===== src/lookup_irq_pkg.sv =====
// Behaviour
// - Each mask bit gates only the status flag at the same position.
// - A pending flag reaches the interrupt pin only when its mask bit is 1.
// - Clearing a mask bit blocks the pin but the flag still records.
// - A flag reads 1 once its event occurs until read, whatever the mask.
// - The 16-bit mask is host read/write at 0x2A-0x2B and resets to zero.
// - Mask bits 6 to 2 ignore writes and read as zero.
// - Mask bits 15..8 enable new, missed new, move, missed move, secure, missed, aged, missed.
// - Mask bit 7 enables the host-set test request flag onto the pin.
// - Mask bit 1 enables the statistics half-full interrupt.
// - Mask bit 0 enables the table-memory-full interrupt.
// - Engine reports additions, moves, violations and deletions through new and aged groups.
// - Host places add and delete requests; device applies them to the table.
// - Reading a status byte clears every flag in that byte except one whose event comes in the read cycle.
// - Host reads the status register when the interrupt pin is high.
package lookup_irq_pkg;

   ////////////////////////////////////////////////////////////////////////
   // Byte offsets on the management port
   localparam logic [7:0] STATUS_LO_OFS    = 8'h28;
   localparam logic [7:0] STATUS_HI_OFS    = 8'h29;
   localparam logic [7:0] MASK_LO_OFS      = 8'h2A;
   localparam logic [7:0] MASK_HI_OFS      = 8'h2B;
   localparam logic [7:0] ADD_DEL_CTRL_OFS = 8'h2C;
   localparam logic [7:0] NEW_REPORT_BASE  = 8'h30;
   localparam logic [7:0] NEW_PORT_HI_OFS  = 8'h37;
   localparam logic [7:0] ADD_REQ_BASE     = 8'h38;
   localparam logic [7:0] AGED_REPORT_BASE = 8'h40;
   localparam logic [7:0] AGED_PORT_OFS    = 8'h46;
   localparam logic [7:0] DEL_REQ_BASE     = 8'h48;
   localparam logic [7:0] GROUP_LEN        = 8'h08;

   ////////////////////////////////////////////////////////////////////////
   // Status and mask bit positions
   localparam int BIT_NEW         = 15;
   localparam int BIT_NEW_MISSED  = 14;
   localparam int BIT_MOVE        = 13;
   localparam int BIT_MOVE_MISSED = 12;
   localparam int BIT_SECURE      = 11;
   localparam int BIT_SECURE_MISS = 10;
   localparam int BIT_AGED        = 9;
   localparam int BIT_AGED_MISSED = 8;
   localparam int BIT_TEST        = 7;
   localparam int BIT_STAT        = 1;
   localparam int BIT_FULL        = 0;

   localparam logic [15:0] MASK_RESET    = 16'h0000;
   localparam logic [15:0] MASK_WRITABLE = 16'hFF83;
   localparam logic [7:0]  FLAGS_RESET   = 8'h00;
   localparam logic [63:0] REPORT_RESET  = 64'h0000_0000_0000_0000;

   // Control byte at the add/delete offset
   localparam int CTRL_ADD_BIT = 0;
   localparam int CTRL_DEL_BIT = 1;

   ////////////////////////////////////////////////////////////////////////
   // True when addr falls in the eight bytes starting at base
   function automatic logic inGroup(input logic [7:0] addr, input logic [7:0] base);
      inGroup = (addr >= base) && (addr < (base + GROUP_LEN));
   endfunction : inGroup

   // Byte i of a group: bytes 0..5 station address MSB first, 6 and 7 port low/high
   function automatic logic [7:0] pickByte(input logic [63:0] d, input logic [2:0] i);
      case (i)
         3'h6:    pickByte = d[7:0];
         3'h7:    pickByte = d[15:8];
         default: pickByte = d[63 - 8 * i -: 8];
      endcase
   endfunction : pickByte

   // Same layout as pickByte, for host writes
   function automatic logic [63:0] putByte(input logic [63:0] d, input logic [2:0] i,
                                           input logic [7:0] b);
      logic [63:0] r;
      r = d;
      case (i)
         3'h6:    r[7:0] = b;
         3'h7:    r[15:8] = b;
         default: r[63 - 8 * i -: 8] = b;
      endcase
      putByte = r;
   endfunction : putByte

endpackage : lookup_irq_pkg


===== src/sticky_flag_byte.sv =====
`timescale 1ns/1ns
module sticky_flag_byte
   import lookup_irq_pkg::*;
(
   input  wire logic       clk,
   input  wire logic       reset,
   input  wire logic [7:0] setPulse,
   input  wire logic       clearByte,
   output logic      [7:0] flags
);

   logic [7:0] flags_ff;

   ////////////////////////////////////////////////////////////////////////
   // Each flag holds until its byte is read; an event in the read cycle survives
   genvar g;
   generate
      for (g = 0; g < 8; g++) begin : gFlag
         always_ff @(posedge clk or posedge reset) begin
            if (reset) begin
               flags_ff[g] <= 1'b0;
            end else if (setPulse[g]) begin
               flags_ff[g] <= 1'b1;
            end else if (clearByte) begin
               flags_ff[g] <= 1'b0;
            end
         end
      end
   endgenerate

   assign flags = flags_ff;

endmodule : sticky_flag_byte


===== src/station_report_latch.sv =====
`timescale 1ns/1ns
module station_report_latch
   import lookup_irq_pkg::*;
(
   input  wire logic        clk,
   input  wire logic        reset,
   input  wire logic        capture,
   input  wire logic [63:0] captureData,
   input  wire logic        unlock,
   output logic      [63:0] report,
   output logic             locked
);

   logic [63:0] report_ff;
   logic        locked_ff;

   ////////////////////////////////////////////////////////////////////////
   // Hold the report until the host reads the release byte, so a later
   // event cannot tear the data mid-read; such an event counts as missed
   always_ff @(posedge clk or posedge reset) begin
      if (reset) begin
         report_ff <= REPORT_RESET;
      end else if (capture && !locked_ff) begin
         report_ff <= captureData;
      end
   end

   // Lock follows capture; a capture in the release cycle is dropped and the lock still clears
   always_ff @(posedge clk or posedge reset) begin
      if (reset) begin
         locked_ff <= 1'b0;
      end else if (capture && !locked_ff) begin
         locked_ff <= 1'b1;
      end else if (unlock) begin
         locked_ff <= 1'b0;
      end
   end

   assign report = report_ff;
   assign locked = locked_ff;

endmodule : station_report_latch


===== src/lookup_table_interrupt_mask.sv =====
`timescale 1ns/1ns
module lookup_table_interrupt_mask
   import lookup_irq_pkg::*;
(
   input  wire logic        clk,
   input  wire logic        reset,
   // Management byte port
   input  wire logic [7:0]  dioAddr,
   input  wire logic [7:0]  dioWrData,
   input  wire logic        dioWrite,
   input  wire logic        dioRead,
   output logic      [7:0]  dioRdData,
   // Lookup engine events
   input  wire logic        newStationEvt,
   input  wire logic        portMoveEvt,
   input  wire logic        securedMoveEvt,
   input  wire logic [47:0] eventAddr,
   input  wire logic [3:0]  eventPortCode,
   input  wire logic [3:0]  eventOldPort,
   input  wire logic        agedEvt,
   input  wire logic [47:0] agedAddr,
   input  wire logic [3:0]  agedPortCode,
   input  wire logic        statHalfFullEvt,
   input  wire logic        tableFullEvt,
   // Host requests passed to the lookup engine
   output logic             addStationReq,
   output logic [47:0]      addStationAddr,
   output logic [15:0]      addStationPort,
   output logic             deleteStationReq,
   output logic [47:0]      deleteStationAddr,
   // Interrupt pin to the management processor
   output logic             host_interrupt_pin
);

   ////////////////////////////////////////////////////////////////////////
   // Declarations
   logic [15:0] interrupt_enable_mask_ff;
   logic [15:0] statusFlags;
   logic [15:0] statusSet;
   logic [7:0]  dioRdData_ff;
   logic [7:0]  nxt_dioRdData;
   logic        hostIntPin_ff;
   logic [63:0] addReg_ff;
   logic [63:0] delReg_ff;
   logic        addReq_ff;
   logic        delReq_ff;
   logic [63:0] newReport;
   logic [63:0] agedReport;
   logic        newLocked;
   logic        agedLocked;
   logic        stationEvt;
   logic        wrStrobe;
   logic        rdStrobe;

   assign wrStrobe   = dioWrite;
   assign rdStrobe   = dioRead;
   assign stationEvt = newStationEvt | portMoveEvt | securedMoveEvt;

   ////////////////////////////////////////////////////////////////////////
   // Status flag sources; a locked report turns a fresh event into a missed one
   always_comb begin
      statusSet                  = 16'h0000;
      statusSet[BIT_NEW]         = newStationEvt && !newLocked;
      statusSet[BIT_NEW_MISSED]  = newStationEvt && newLocked;
      statusSet[BIT_MOVE]        = portMoveEvt && !newLocked;
      statusSet[BIT_MOVE_MISSED] = portMoveEvt && newLocked;
      statusSet[BIT_SECURE]      = securedMoveEvt && !newLocked;
      statusSet[BIT_SECURE_MISS] = securedMoveEvt && newLocked;
      statusSet[BIT_AGED]        = agedEvt && !agedLocked;
      statusSet[BIT_AGED_MISSED] = agedEvt && agedLocked;
      // Test request: host writes a 1 into the status low byte
      statusSet[BIT_TEST]        = wrStrobe && (dioAddr == STATUS_LO_OFS)
                                   && dioWrData[BIT_TEST];
      statusSet[BIT_STAT]        = statHalfFullEvt;
      statusSet[BIT_FULL]        = tableFullEvt;
   end

   ////////////////////////////////////////////////////////////////////////
   // Status bytes, each cleared as a whole when read
   sticky_flag_byte uStatusLo (
      .clk       (clk),
      .reset     (reset),
      .setPulse  (statusSet[7:0]),
      .clearByte (rdStrobe && (dioAddr == STATUS_LO_OFS)),
      .flags     (statusFlags[7:0])
   );

   sticky_flag_byte uStatusHi (
      .clk       (clk),
      .reset     (reset),
      .setPulse  (statusSet[15:8]),
      .clearByte (rdStrobe && (dioAddr == STATUS_HI_OFS)),
      .flags     (statusFlags[15:8])
   );

   ////////////////////////////////////////////////////////////////////////
   // New / moved / secured station report, released by reading its top byte
   station_report_latch uNewReport (
      .clk         (clk),
      .reset       (reset),
      .capture     (stationEvt),
      .captureData ({eventAddr, 1'b1, 3'b000, eventPortCode, 4'h0, eventOldPort}),
      .unlock      (rdStrobe && (dioAddr == NEW_PORT_HI_OFS)),
      .report      (newReport),
      .locked      (newLocked)
   );

   // Aged station report, released by reading the aged port byte
   station_report_latch uAgedReport (
      .clk         (clk),
      .reset       (reset),
      .capture     (agedEvt),
      .captureData ({agedAddr, 8'h00, 4'h0, agedPortCode}),
      .unlock      (rdStrobe && (dioAddr == AGED_PORT_OFS)),
      .report      (agedReport),
      .locked      (agedLocked)
   );

   ////////////////////////////////////////////////////////////////////////
   // Mask register; reserved bits never store, so they read back as zero
   always_ff @(posedge clk or posedge reset) begin
      if (reset) begin
         interrupt_enable_mask_ff <= MASK_RESET;
      end else if (wrStrobe && (dioAddr == MASK_LO_OFS)) begin
         interrupt_enable_mask_ff[7:0] <= dioWrData & MASK_WRITABLE[7:0];
      end else if (wrStrobe && (dioAddr == MASK_HI_OFS)) begin
         interrupt_enable_mask_ff[15:8] <= dioWrData;
      end
   end

   ////////////////////////////////////////////////////////////////////////
   // Interrupt pin: per-bit gating, one clock behind the flags.
   // The mask only blocks the pin; the flags above ignore it
   always_ff @(posedge clk or posedge reset) begin
      if (reset) begin
         hostIntPin_ff <= 1'b0;
      end else begin
         hostIntPin_ff <= |(statusFlags & interrupt_enable_mask_ff);
      end
   end

   ////////////////////////////////////////////////////////////////////////
   // Host add and delete request groups, written a byte at a time
   always_ff @(posedge clk or posedge reset) begin
      if (reset) begin
         addReg_ff <= REPORT_RESET;
      end else if (wrStrobe && inGroup(dioAddr, ADD_REQ_BASE)) begin
         addReg_ff <= putByte(addReg_ff, dioAddr[2:0], dioWrData);
      end
   end

   // Delete group has no port half; bytes 6 and 7 are not stored
   always_ff @(posedge clk or posedge reset) begin
      if (reset) begin
         delReg_ff <= REPORT_RESET;
      end else if (wrStrobe && inGroup(dioAddr, DEL_REQ_BASE) && !(dioAddr[2] && dioAddr[1])) begin
         delReg_ff <= putByte(delReg_ff, dioAddr[2:0], dioWrData) & 64'hFFFF_FFFF_FFFF_0000;
      end
   end

   ////////////////////////////////////////////////////////////////////////
   // Control byte: writing a 1 launches the request for one clock.
   // Address is driven straight from the group register, not captured at launch, so it must be loaded first
   always_ff @(posedge clk or posedge reset) begin
      if (reset) begin
         addReq_ff <= 1'b0;
         delReq_ff <= 1'b0;
      end else begin
         addReq_ff <= wrStrobe && (dioAddr == ADD_DEL_CTRL_OFS) && dioWrData[CTRL_ADD_BIT];
         delReq_ff <= wrStrobe && (dioAddr == ADD_DEL_CTRL_OFS) && dioWrData[CTRL_DEL_BIT];
      end
   end

   ////////////////////////////////////////////////////////////////////////
   // Read multiplexer; unmapped bytes read as zero
   always_comb begin
      nxt_dioRdData = 8'h00;
      if (dioAddr == STATUS_LO_OFS) begin
         nxt_dioRdData = statusFlags[7:0];
      end else if (dioAddr == STATUS_HI_OFS) begin
         nxt_dioRdData = statusFlags[15:8];
      end else if (dioAddr == MASK_LO_OFS) begin
         nxt_dioRdData = interrupt_enable_mask_ff[7:0];
      end else if (dioAddr == MASK_HI_OFS) begin
         nxt_dioRdData = interrupt_enable_mask_ff[15:8];
      end else if (dioAddr == ADD_DEL_CTRL_OFS) begin
         nxt_dioRdData = {6'b000000, delReq_ff, addReq_ff};
      end else if (inGroup(dioAddr, NEW_REPORT_BASE)) begin
         nxt_dioRdData = pickByte(newReport, dioAddr[2:0]);
      end else if (inGroup(dioAddr, ADD_REQ_BASE)) begin
         nxt_dioRdData = pickByte(addReg_ff, dioAddr[2:0]);
      end else if (inGroup(dioAddr, AGED_REPORT_BASE) && (dioAddr[2:0] != 3'h7)) begin
         nxt_dioRdData = pickByte(agedReport, dioAddr[2:0]);
      end else if (inGroup(dioAddr, DEL_REQ_BASE)) begin
         nxt_dioRdData = pickByte(delReg_ff, dioAddr[2:0]);
      end
   end

   // Read data is registered; it holds until the next read strobe
   always_ff @(posedge clk or posedge reset) begin
      if (reset) begin
         dioRdData_ff <= 8'h00;
      end else if (rdStrobe) begin
         dioRdData_ff <= nxt_dioRdData;
      end
   end

   ////////////////////////////////////////////////////////////////////////
   // Outputs, all from flip-flops
   assign dioRdData          = dioRdData_ff;
   assign host_interrupt_pin = hostIntPin_ff;
   assign addStationReq      = addReq_ff;
   assign addStationAddr     = addReg_ff[63:16];
   assign addStationPort     = addReg_ff[15:0];
   assign deleteStationReq   = delReq_ff;
   assign deleteStationAddr  = delReg_ff[63:16];

endmodule : lookup_table_interrupt_mask


===== config.mk =====
export PLATFORM = sky130hd
export DESIGN_NAME = lookup_table_interrupt_mask
export DESIGN_NICKNAME = d
export VERILOG_FILES = /design/src/lookup_irq_pkg.sv /design/src/sticky_flag_byte.sv /design/src/station_report_latch.sv /design/src/lookup_table_interrupt_mask.sv
export SDC_FILE = /design/constraint.sdc
export NUM_CORES = 1
export LEC_CHECK = 0
export BUFFER_PORTS_ARGS = -buffer_cell sky130_fd_sc_hd__buf_2
export CAP_MARGIN = 20
export CORE_ASPECT_RATIO = 1.5
export CORE_MARGIN = 1
export CORE_UTILIZATION = 55
export CTS_BUF_LIST = sky130_fd_sc_hd__clkbuf_4
export DETAILED_ROUTE_END_ITERATION = 8
export GPL_ROUTABILITY_DRIVEN = 0
export HOLD_SLACK_MARGIN = 0.08
export PLACE_DENSITY = 0.8
export SLEW_MARGIN = 30
export SYNTH_ARGS = -nofsm -noshare
export SYNTH_HDL_FRONTEND = slang
export SYNTH_SLANG_ARGS = --single-unit

===== constraint.sdc =====
create_clock -name clk -period 22.9 [get_ports clk]
set_input_delay 5.725 -clock clk [delete_from_list [all_inputs] [get_ports clk]]
set_output_delay 5.725 -clock clk [all_outputs]
set_load 0.02 [all_outputs]

Yosys cells after proc, flatten, opt, wreduce, memory -nomap -nowiden
Cells that the tools add are included.
Cells by class
  add/sub/neg operators: 2
  order comparisons: 8
  equality and inequality tests: 10
  shift operators: 6
  muxes and demuxes: 34
  bitwise gates (word level): 7
  reduce and logical (&&, ||, !) cells: 52
Operators by type and width (number)
  indexed part select 71 x 33 -> 8 bit: 4
  bitwise mux 64 bit: 2
  2-to-1 mux 8 bit: 10
  one-hot mux 8 bit (2 select lines): 5
  variable shift 8 x 34 -> 71 bit, first input constant: 1
  indexed part select 8 x 34 -> 71 bit: 1
  equality test 8 x 6 -> 1 bit, second input constant: 6
  negation 32 -> 34 bit: 1
  logical AND 1 bit: 29
  nonzero test 2 bit: 13
  less-than comparator 8 x 7 -> 1 bit, second input constant: 3
  2-to-1 mux 1 bit: 17
  bitwise AND 16 bit: 1
  greater-or-equal comparator 8 x 6 -> 1 bit, second input constant: 2
  greater-or-equal comparator 8 x 7 -> 1 bit, second input constant: 2
  OR reduction 16 bit: 1
  AND reduction 2 bit: 5
  equality test 8 x 7 -> 1 bit, second input constant: 1
  less-than comparator 8 x 6 -> 1 bit, second input constant: 1
  subtractor 6 x 6 -> 7 bit, first input constant: 1
  equality test 3 bit, second input constant: 2
  inverter 1 bit: 4
  logical NOT 1 bit: 3
  != test 3 bit, second input constant: 1
  2 further kinds: 3
Storage, ports and cells
  register bits: 256
  input bits: 134
  output and inout bits: 123
  word-level logic and storage cells: 144

Depth between registers and ports, before layout
  depth after elaboration: 12
  gate-level depth with buffers: 9
  mapped depth without buffers: 5

Cells and area by module
Synthesis repeated with hierarchy kept, for this count alone.
Second synthesis, totals
  cell total of the unflattened synthesis: 925
  area total of the unflattened synthesis: 13629.3 um^2
By module, submodules not included
  lookup_table_interrupt_mask: instances 1, cells each 609, area each 7626.1 um^2, sequential area each 3353.2 um^2
  station_report_latch: instances 2, cells each 140, area each 2733.9 um^2, sequential area each 1626.6 um^2
  sticky_flag_byte: instances 2, cells each 18, area each 267.8 um^2, sequential area each 200.2 um^2

Least setup slack after synthesis
No wires, ideal clock.
  path kind: input port to flip-flop
  from: in dioAddr[1]
  to: reg dioRdData_ff[4] (netlist: dioRdData[4])
  library setup time: 0.153 ns
  arrival: 7.296 ns
  data required time: 22.747 ns
  path slack: 15.451 ns
  cell stages on the path: 8
  buffers on the path: 4
  cell sequence: buf_2 buf_2 buf_2 buf_2 mux2i_1 nor3_1 o41ai_1 o311ai_0
On the way
  cells in the longest elaborated chain, start to end: 12
  elaborated cells on any way between the ends: 40
  those cells by class: 1 x add/sub; 8 x order compare; 8 x eq/ne; 4 x shift; 13 x mux; 6 x reduce/logical
Ends and longest elaborated chain
  start, declared: RTL line lookup_table_interrupt_mask.sv:8  | input wire logic [7:0] dioAddr,
  subtractor 6 x 6 -> 7 bit / equality test 3 bit (equally long branches): RTL line lookup_irq_pkg.sv:67, lookup_irq_pkg.sv:64
  indexed part select 71 x 33 -> 8 bit / OR reduction 2 bit (equally long branches)
  2-to-1 mux 8 bit: RTL line lookup_irq_pkg.sv:64  | case (i)
  2-to-1 mux 8 bit: RTL line lookup_table_interrupt_mask.sv:194  | end else if (inGroup(dioAddr, DEL_REQ_BASE)) begin
  2-to-1 mux 8 bit: RTL line lookup_table_interrupt_mask.sv:192  | end else if (inGroup(dioAddr, AGED_REPORT_BASE) && (dioAddr[2:0] != 3'h7)) begin
  2-to-1 mux 8 bit: RTL line lookup_table_interrupt_mask.sv:190  | end else if (inGroup(dioAddr, ADD_REQ_BASE)) begin
  2-to-1 mux 8 bit: RTL line lookup_table_interrupt_mask.sv:188  | end else if (inGroup(dioAddr, NEW_REPORT_BASE)) begin
  2-to-1 mux 8 bit: RTL line lookup_table_interrupt_mask.sv:186  | end else if (dioAddr == ADD_DEL_CTRL_OFS) begin
  2-to-1 mux 8 bit: RTL line lookup_table_interrupt_mask.sv:184  | end else if (dioAddr == MASK_HI_OFS) begin
  2-to-1 mux 8 bit: RTL line lookup_table_interrupt_mask.sv:182  | end else if (dioAddr == MASK_LO_OFS) begin
  2-to-1 mux 8 bit: RTL line lookup_table_interrupt_mask.sv:180  | end else if (dioAddr == STATUS_HI_OFS) begin
  2-to-1 mux 8 bit (*): RTL line lookup_table_interrupt_mask.sv:178  | if (dioAddr == STATUS_LO_OFS) begin
  end signal, assigned: RTL line lookup_table_interrupt_mask.sv:204  | dioRdData_ff <= nxt_dioRdData;
  end, declared: RTL line lookup_table_interrupt_mask.sv:40  | logic [7:0] dioRdData_ff;
Every way passes the cells marked *; elsewhere a longest branch is shown, timed or not.
A chain may end at the register's enable or synchronous reset.

Worst setup path after layout
  from: in dioAddr[0]
  to: reg interrupt_enable_mask_ff[10]
On the way
  cells in the longest elaborated chain, start to end: 4
  elaborated cells on any way between the ends: 6
  those cells by class: 2 x eq/ne; 1 x bitwise; 3 x reduce/logical
Ends and longest elaborated chain
  equality test 8 x 6 -> 1 bit: RTL line lookup_table_interrupt_mask.sv:124  | end else if (wrStrobe && (dioAddr == MASK_LO_OFS)) begin
  logical AND 1 bit: RTL line lookup_table_interrupt_mask.sv:124
  inverter 1 bit (no source line)
  AND reduction 2 bit (no source line) (*)
  end signal, assigned: RTL line lookup_table_interrupt_mask.sv:127  | interrupt_enable_mask_ff[15:8] <= dioWrData;
  end, declared: RTL line lookup_table_interrupt_mask.sv:37  | logic [15:0] interrupt_enable_mask_ff;
Marks and branches as above.

==> impl_metrics.csv <==
group,metric,value,unit
yosys,synth-edff-count,0,
timing,max_freq,0.1298,GHz
yosys,async_flop_share,1.000,
grt,grt_max_degree,137,
timing,worst_pin_slew,901.8,ps
timing,post-route-period-util,0.3365,
clock_network,cts_tree,"built",
floorplan,num_rows,65,
layout,final_cell_mix,"dfrtp_1 (256), buf_2 (254), mux2_2 (223)",
layout,final_layout_size_suffix_gt1_frac,0.5622,
clock_network,cts.sinks,256,
critical_path,critPathTopFamily,"simple AND/OR/NAND/NOR gates",
layout,synthToLayoutAreaGrowth,18.33,%
routing,num_vias,8865,
yosys,ys_ff_latch,256,
clock_network,numCtsBuffers,61,
grt,grt-ovfl-total,0,
critical_path,worstPathMaxFanout,35,
floorplan,coreArea,21230,um2
timing,setup_tns,0,ps
placement,io_buffers,256,
critical_path,r2r_slack,20790,ps
layout,layout_commonest_cell,"dfrtp_1",
grt,first_global_vias,9247,
floorplan,initial_core_util,0.5653,
timing,finalSetupViolCount,0,
critical_path,endpoint_kind,"flip-flop",
hold_path,hp-class,"reg -> reg",
timing,fin_crit,7707,ps
yosys,syn_avg_cell_area,14.10,um2
pwr,vdd_drop_max,68.57,uV
placement,hpwl,24640,um
critical_path,path_cells,"buf_4, nand2b_1, nor3_1, and3_1, mux2_2",
routing,drtIter0Drc,643,
critical_path,cp-start-kind,"input port",
routing,ant_nets,0,
grt,grt_usage,0.3188,
grt,grt_pass1_wl,52770,um
routing,first_pass_iters,5,
routing,routed_wl,34310,um
critical_path,arrival,8320,ps
routing,wire_per_inst,23.81,um
floorplan,die_y,182.9,um
floorplan,io_pins,257,
clock_network,cts_buffer_depth,3,
clock_network,clk_pin_slew_worst_paths,90,ps
yosys,synth_nets,985,
floorplan,die_area,22420,um2
yosys,ys.flop_type,"dfrtp_1",
pwr,p_leak,0.006995,uW
layout,seqCellArea,6406,um2
yosys,yosysSeqAreaShare,0.5339,
pwr,powerDensity,80.64,nW/um2
critical_path,criticalPathCategory,"in -> reg",
clock_network,root_buffer,"clkbuf_4",
layout,nets,1255,
outcome,status,"finished, final reports clean",
job,cap_violations,0,
timing,hold_violations,0,
layout,multi_input_area,5321,um2
clock_network,cts_setup_buffers,0,
critical_path,crit_path_top_delay_cell,"nor3_1",
clock_network,ctsResizeCount,0,
timing,report.final.slew_viol_count,0,
yosys,syn_inst,851,
critical_path,cp.required,23520,ps
timing,maxSlewHeadroom,0.3988,
critical_path,slowest_delay,690,ps
floorplan,die_w,122.6,um
clock_network,clock_latency,730,ps
yosys,synth_area,12000,um2
clock_network,h-tree-depth,2,
yosys,ys_types,66,
clock_network,hold_buffers,0,
pwr,power,1145,uW
critical_path,path_buf_inv,1,
grt,antenna_found_initial,9,
layout,fill_cells,1642,
yosys,yosysWarnings,0,
timing,rsz0062_at_grt,"no",
routing,via_per_inst,6.152,
routing,drcViolationCount,0,
timing,finClkSkew,44.22,ps
-- worst reg2reg max path, stage by stage, from the launching register on --
cell and delay (ps):
dfrtp_1 380, mux4_2 460, mux2i_1 460, o211ai_1 140
a2111oi_0 410, a211oi_1 140
-- per-stage QoR --
step           std cells  area, um2  setup slack, ps  hold WS [ps]    util
6_report            1441      14200            15190         495.0  0.6689
3_3_place_gp        1326      13440            14600         448.0  0.6330
3_5_place_dp        1326      13440            14530         463.8  0.6330
4_1_cts             1433      14170            15300         486.8  0.6677
5_1_grt             1441      14200            15090         497.6  0.6689
2_1_floorplan        851      12000            10130         433.4       -
-- metal layers --
metal	global-route usage	share of wire	up-vias
li1	-	-	3766
met1	0.3826	0.36	4434
met2	0.5193	0.50	511
met3	0.06779	0.074	152
met4	0.1985	0.065	2
met5	0	0.00032	-
-- sequential cells by signal, indices dropped and copies added (netlist names) --
register / flops
uNewReport.report: 57
uStatusLo.flags: 3
uAgedReport.report: 52
addReg_ff: 64
interrupt_enable_mask_ff: 11
delReg_ff: 48
dioRdData: 8
host_interrupt_pin: 1
addStationReq: 1
uAgedReport.locked: 1
uStatusHi.flags: 8
deleteStationReq: 1
uNewReport.locked: 1
-- layout make-up --
cell class / count / share of cell area
inverters: 7 / 0.002732
diodes: 8 / 0.001410
well taps: 268 / 0.02362
repair buffers: 263 / 0.09429
clock inverters: 19 / 0.005464
multi-input cells: 532 / 0.3748
flip-flops and latches: 256 / 0.4512
clock buffers: 88 / 0.04653
-- power breakdown --
part           total (uW)  internal, uW  switching (uW)
registers             581           529            51.7
clock network         357           176             181
logic                 207           114            93.4
-- cells by family (layout without fill, tap and decap cells) --
family / after synthesis / in the layout / share of synthesized area
buf+inv: 63 / 377 / 0.02388
compound gates: 96 / 96 / 0.05861
simple gates: 128 / 128 / 0.05923
other cells: 0 / 8 / 0
mux: 308 / 308 / 0.3244
flops: 256 / 256 / 0.5339
-- Yosys cell counts (3+ instances only) --
cell type	number	area, um2
dfrtp_1	256	6406
mux2_2	223	2511
mux4_2	36	810.8
mux2i_1	33	330.3
nand2_1	27	101.4
clkbuf_1	25	93.84
nor2_1	21	78.83
buf_2	19	95.09
mux2_4	16	240.2
nor2b_1	12	75.07
nor3_1	12	60.06
a22oi_1	10	75.07
o21ai_0	10	50.05
a21oi_1	9	45.04
nand3_1	9	45.04
a22o_1	8	70.07
o22ai_1	8	50.05
a211oi_1	7	52.55
and3_1	7	43.79
buf_1	7	26.28
a31oi_1	6	37.54
nand2b_1	6	37.54
nor2_2	5	31.28
a21o_1	4	30.03
inv_1	4	15.01
o211ai_1	4	30.03
o21a_1	4	30.03
or3_1	4	25.02
buf_4	3	22.52
nand4_1	3	18.77
nor3_2	3	30.03
o41ai_1	3	26.28
or2_2	3	18.77
-- path summary, 6_finish.rpt --
kind                                                   start                                        to  depth (start not counted)
max                                               dioAddr[0]  interrupt_enable_mask_ff[10]$_DFFE_PP0P_                          5
min                        uNewReport.report[15]$_DFFE_PP0P_         uNewReport.report[15]$_DFFE_PP0P_                          1
max reg2reg                uNewReport.report[57]$_DFFE_PP0P_                  dioRdData[1]$_DFFE_PP0P_                          5
min reg2reg                uNewReport.report[15]$_DFFE_PP0P_         uNewReport.report[15]$_DFFE_PP0P_                          1
max in group asynchronous                              reset                 addReg_ff[26]$_DFFE_PP0P_                          4
min in group asynchronous                              reset                 addReg_ff[42]$_DFFE_PP0P_                          2
Power figures use the tool's default switching activity.
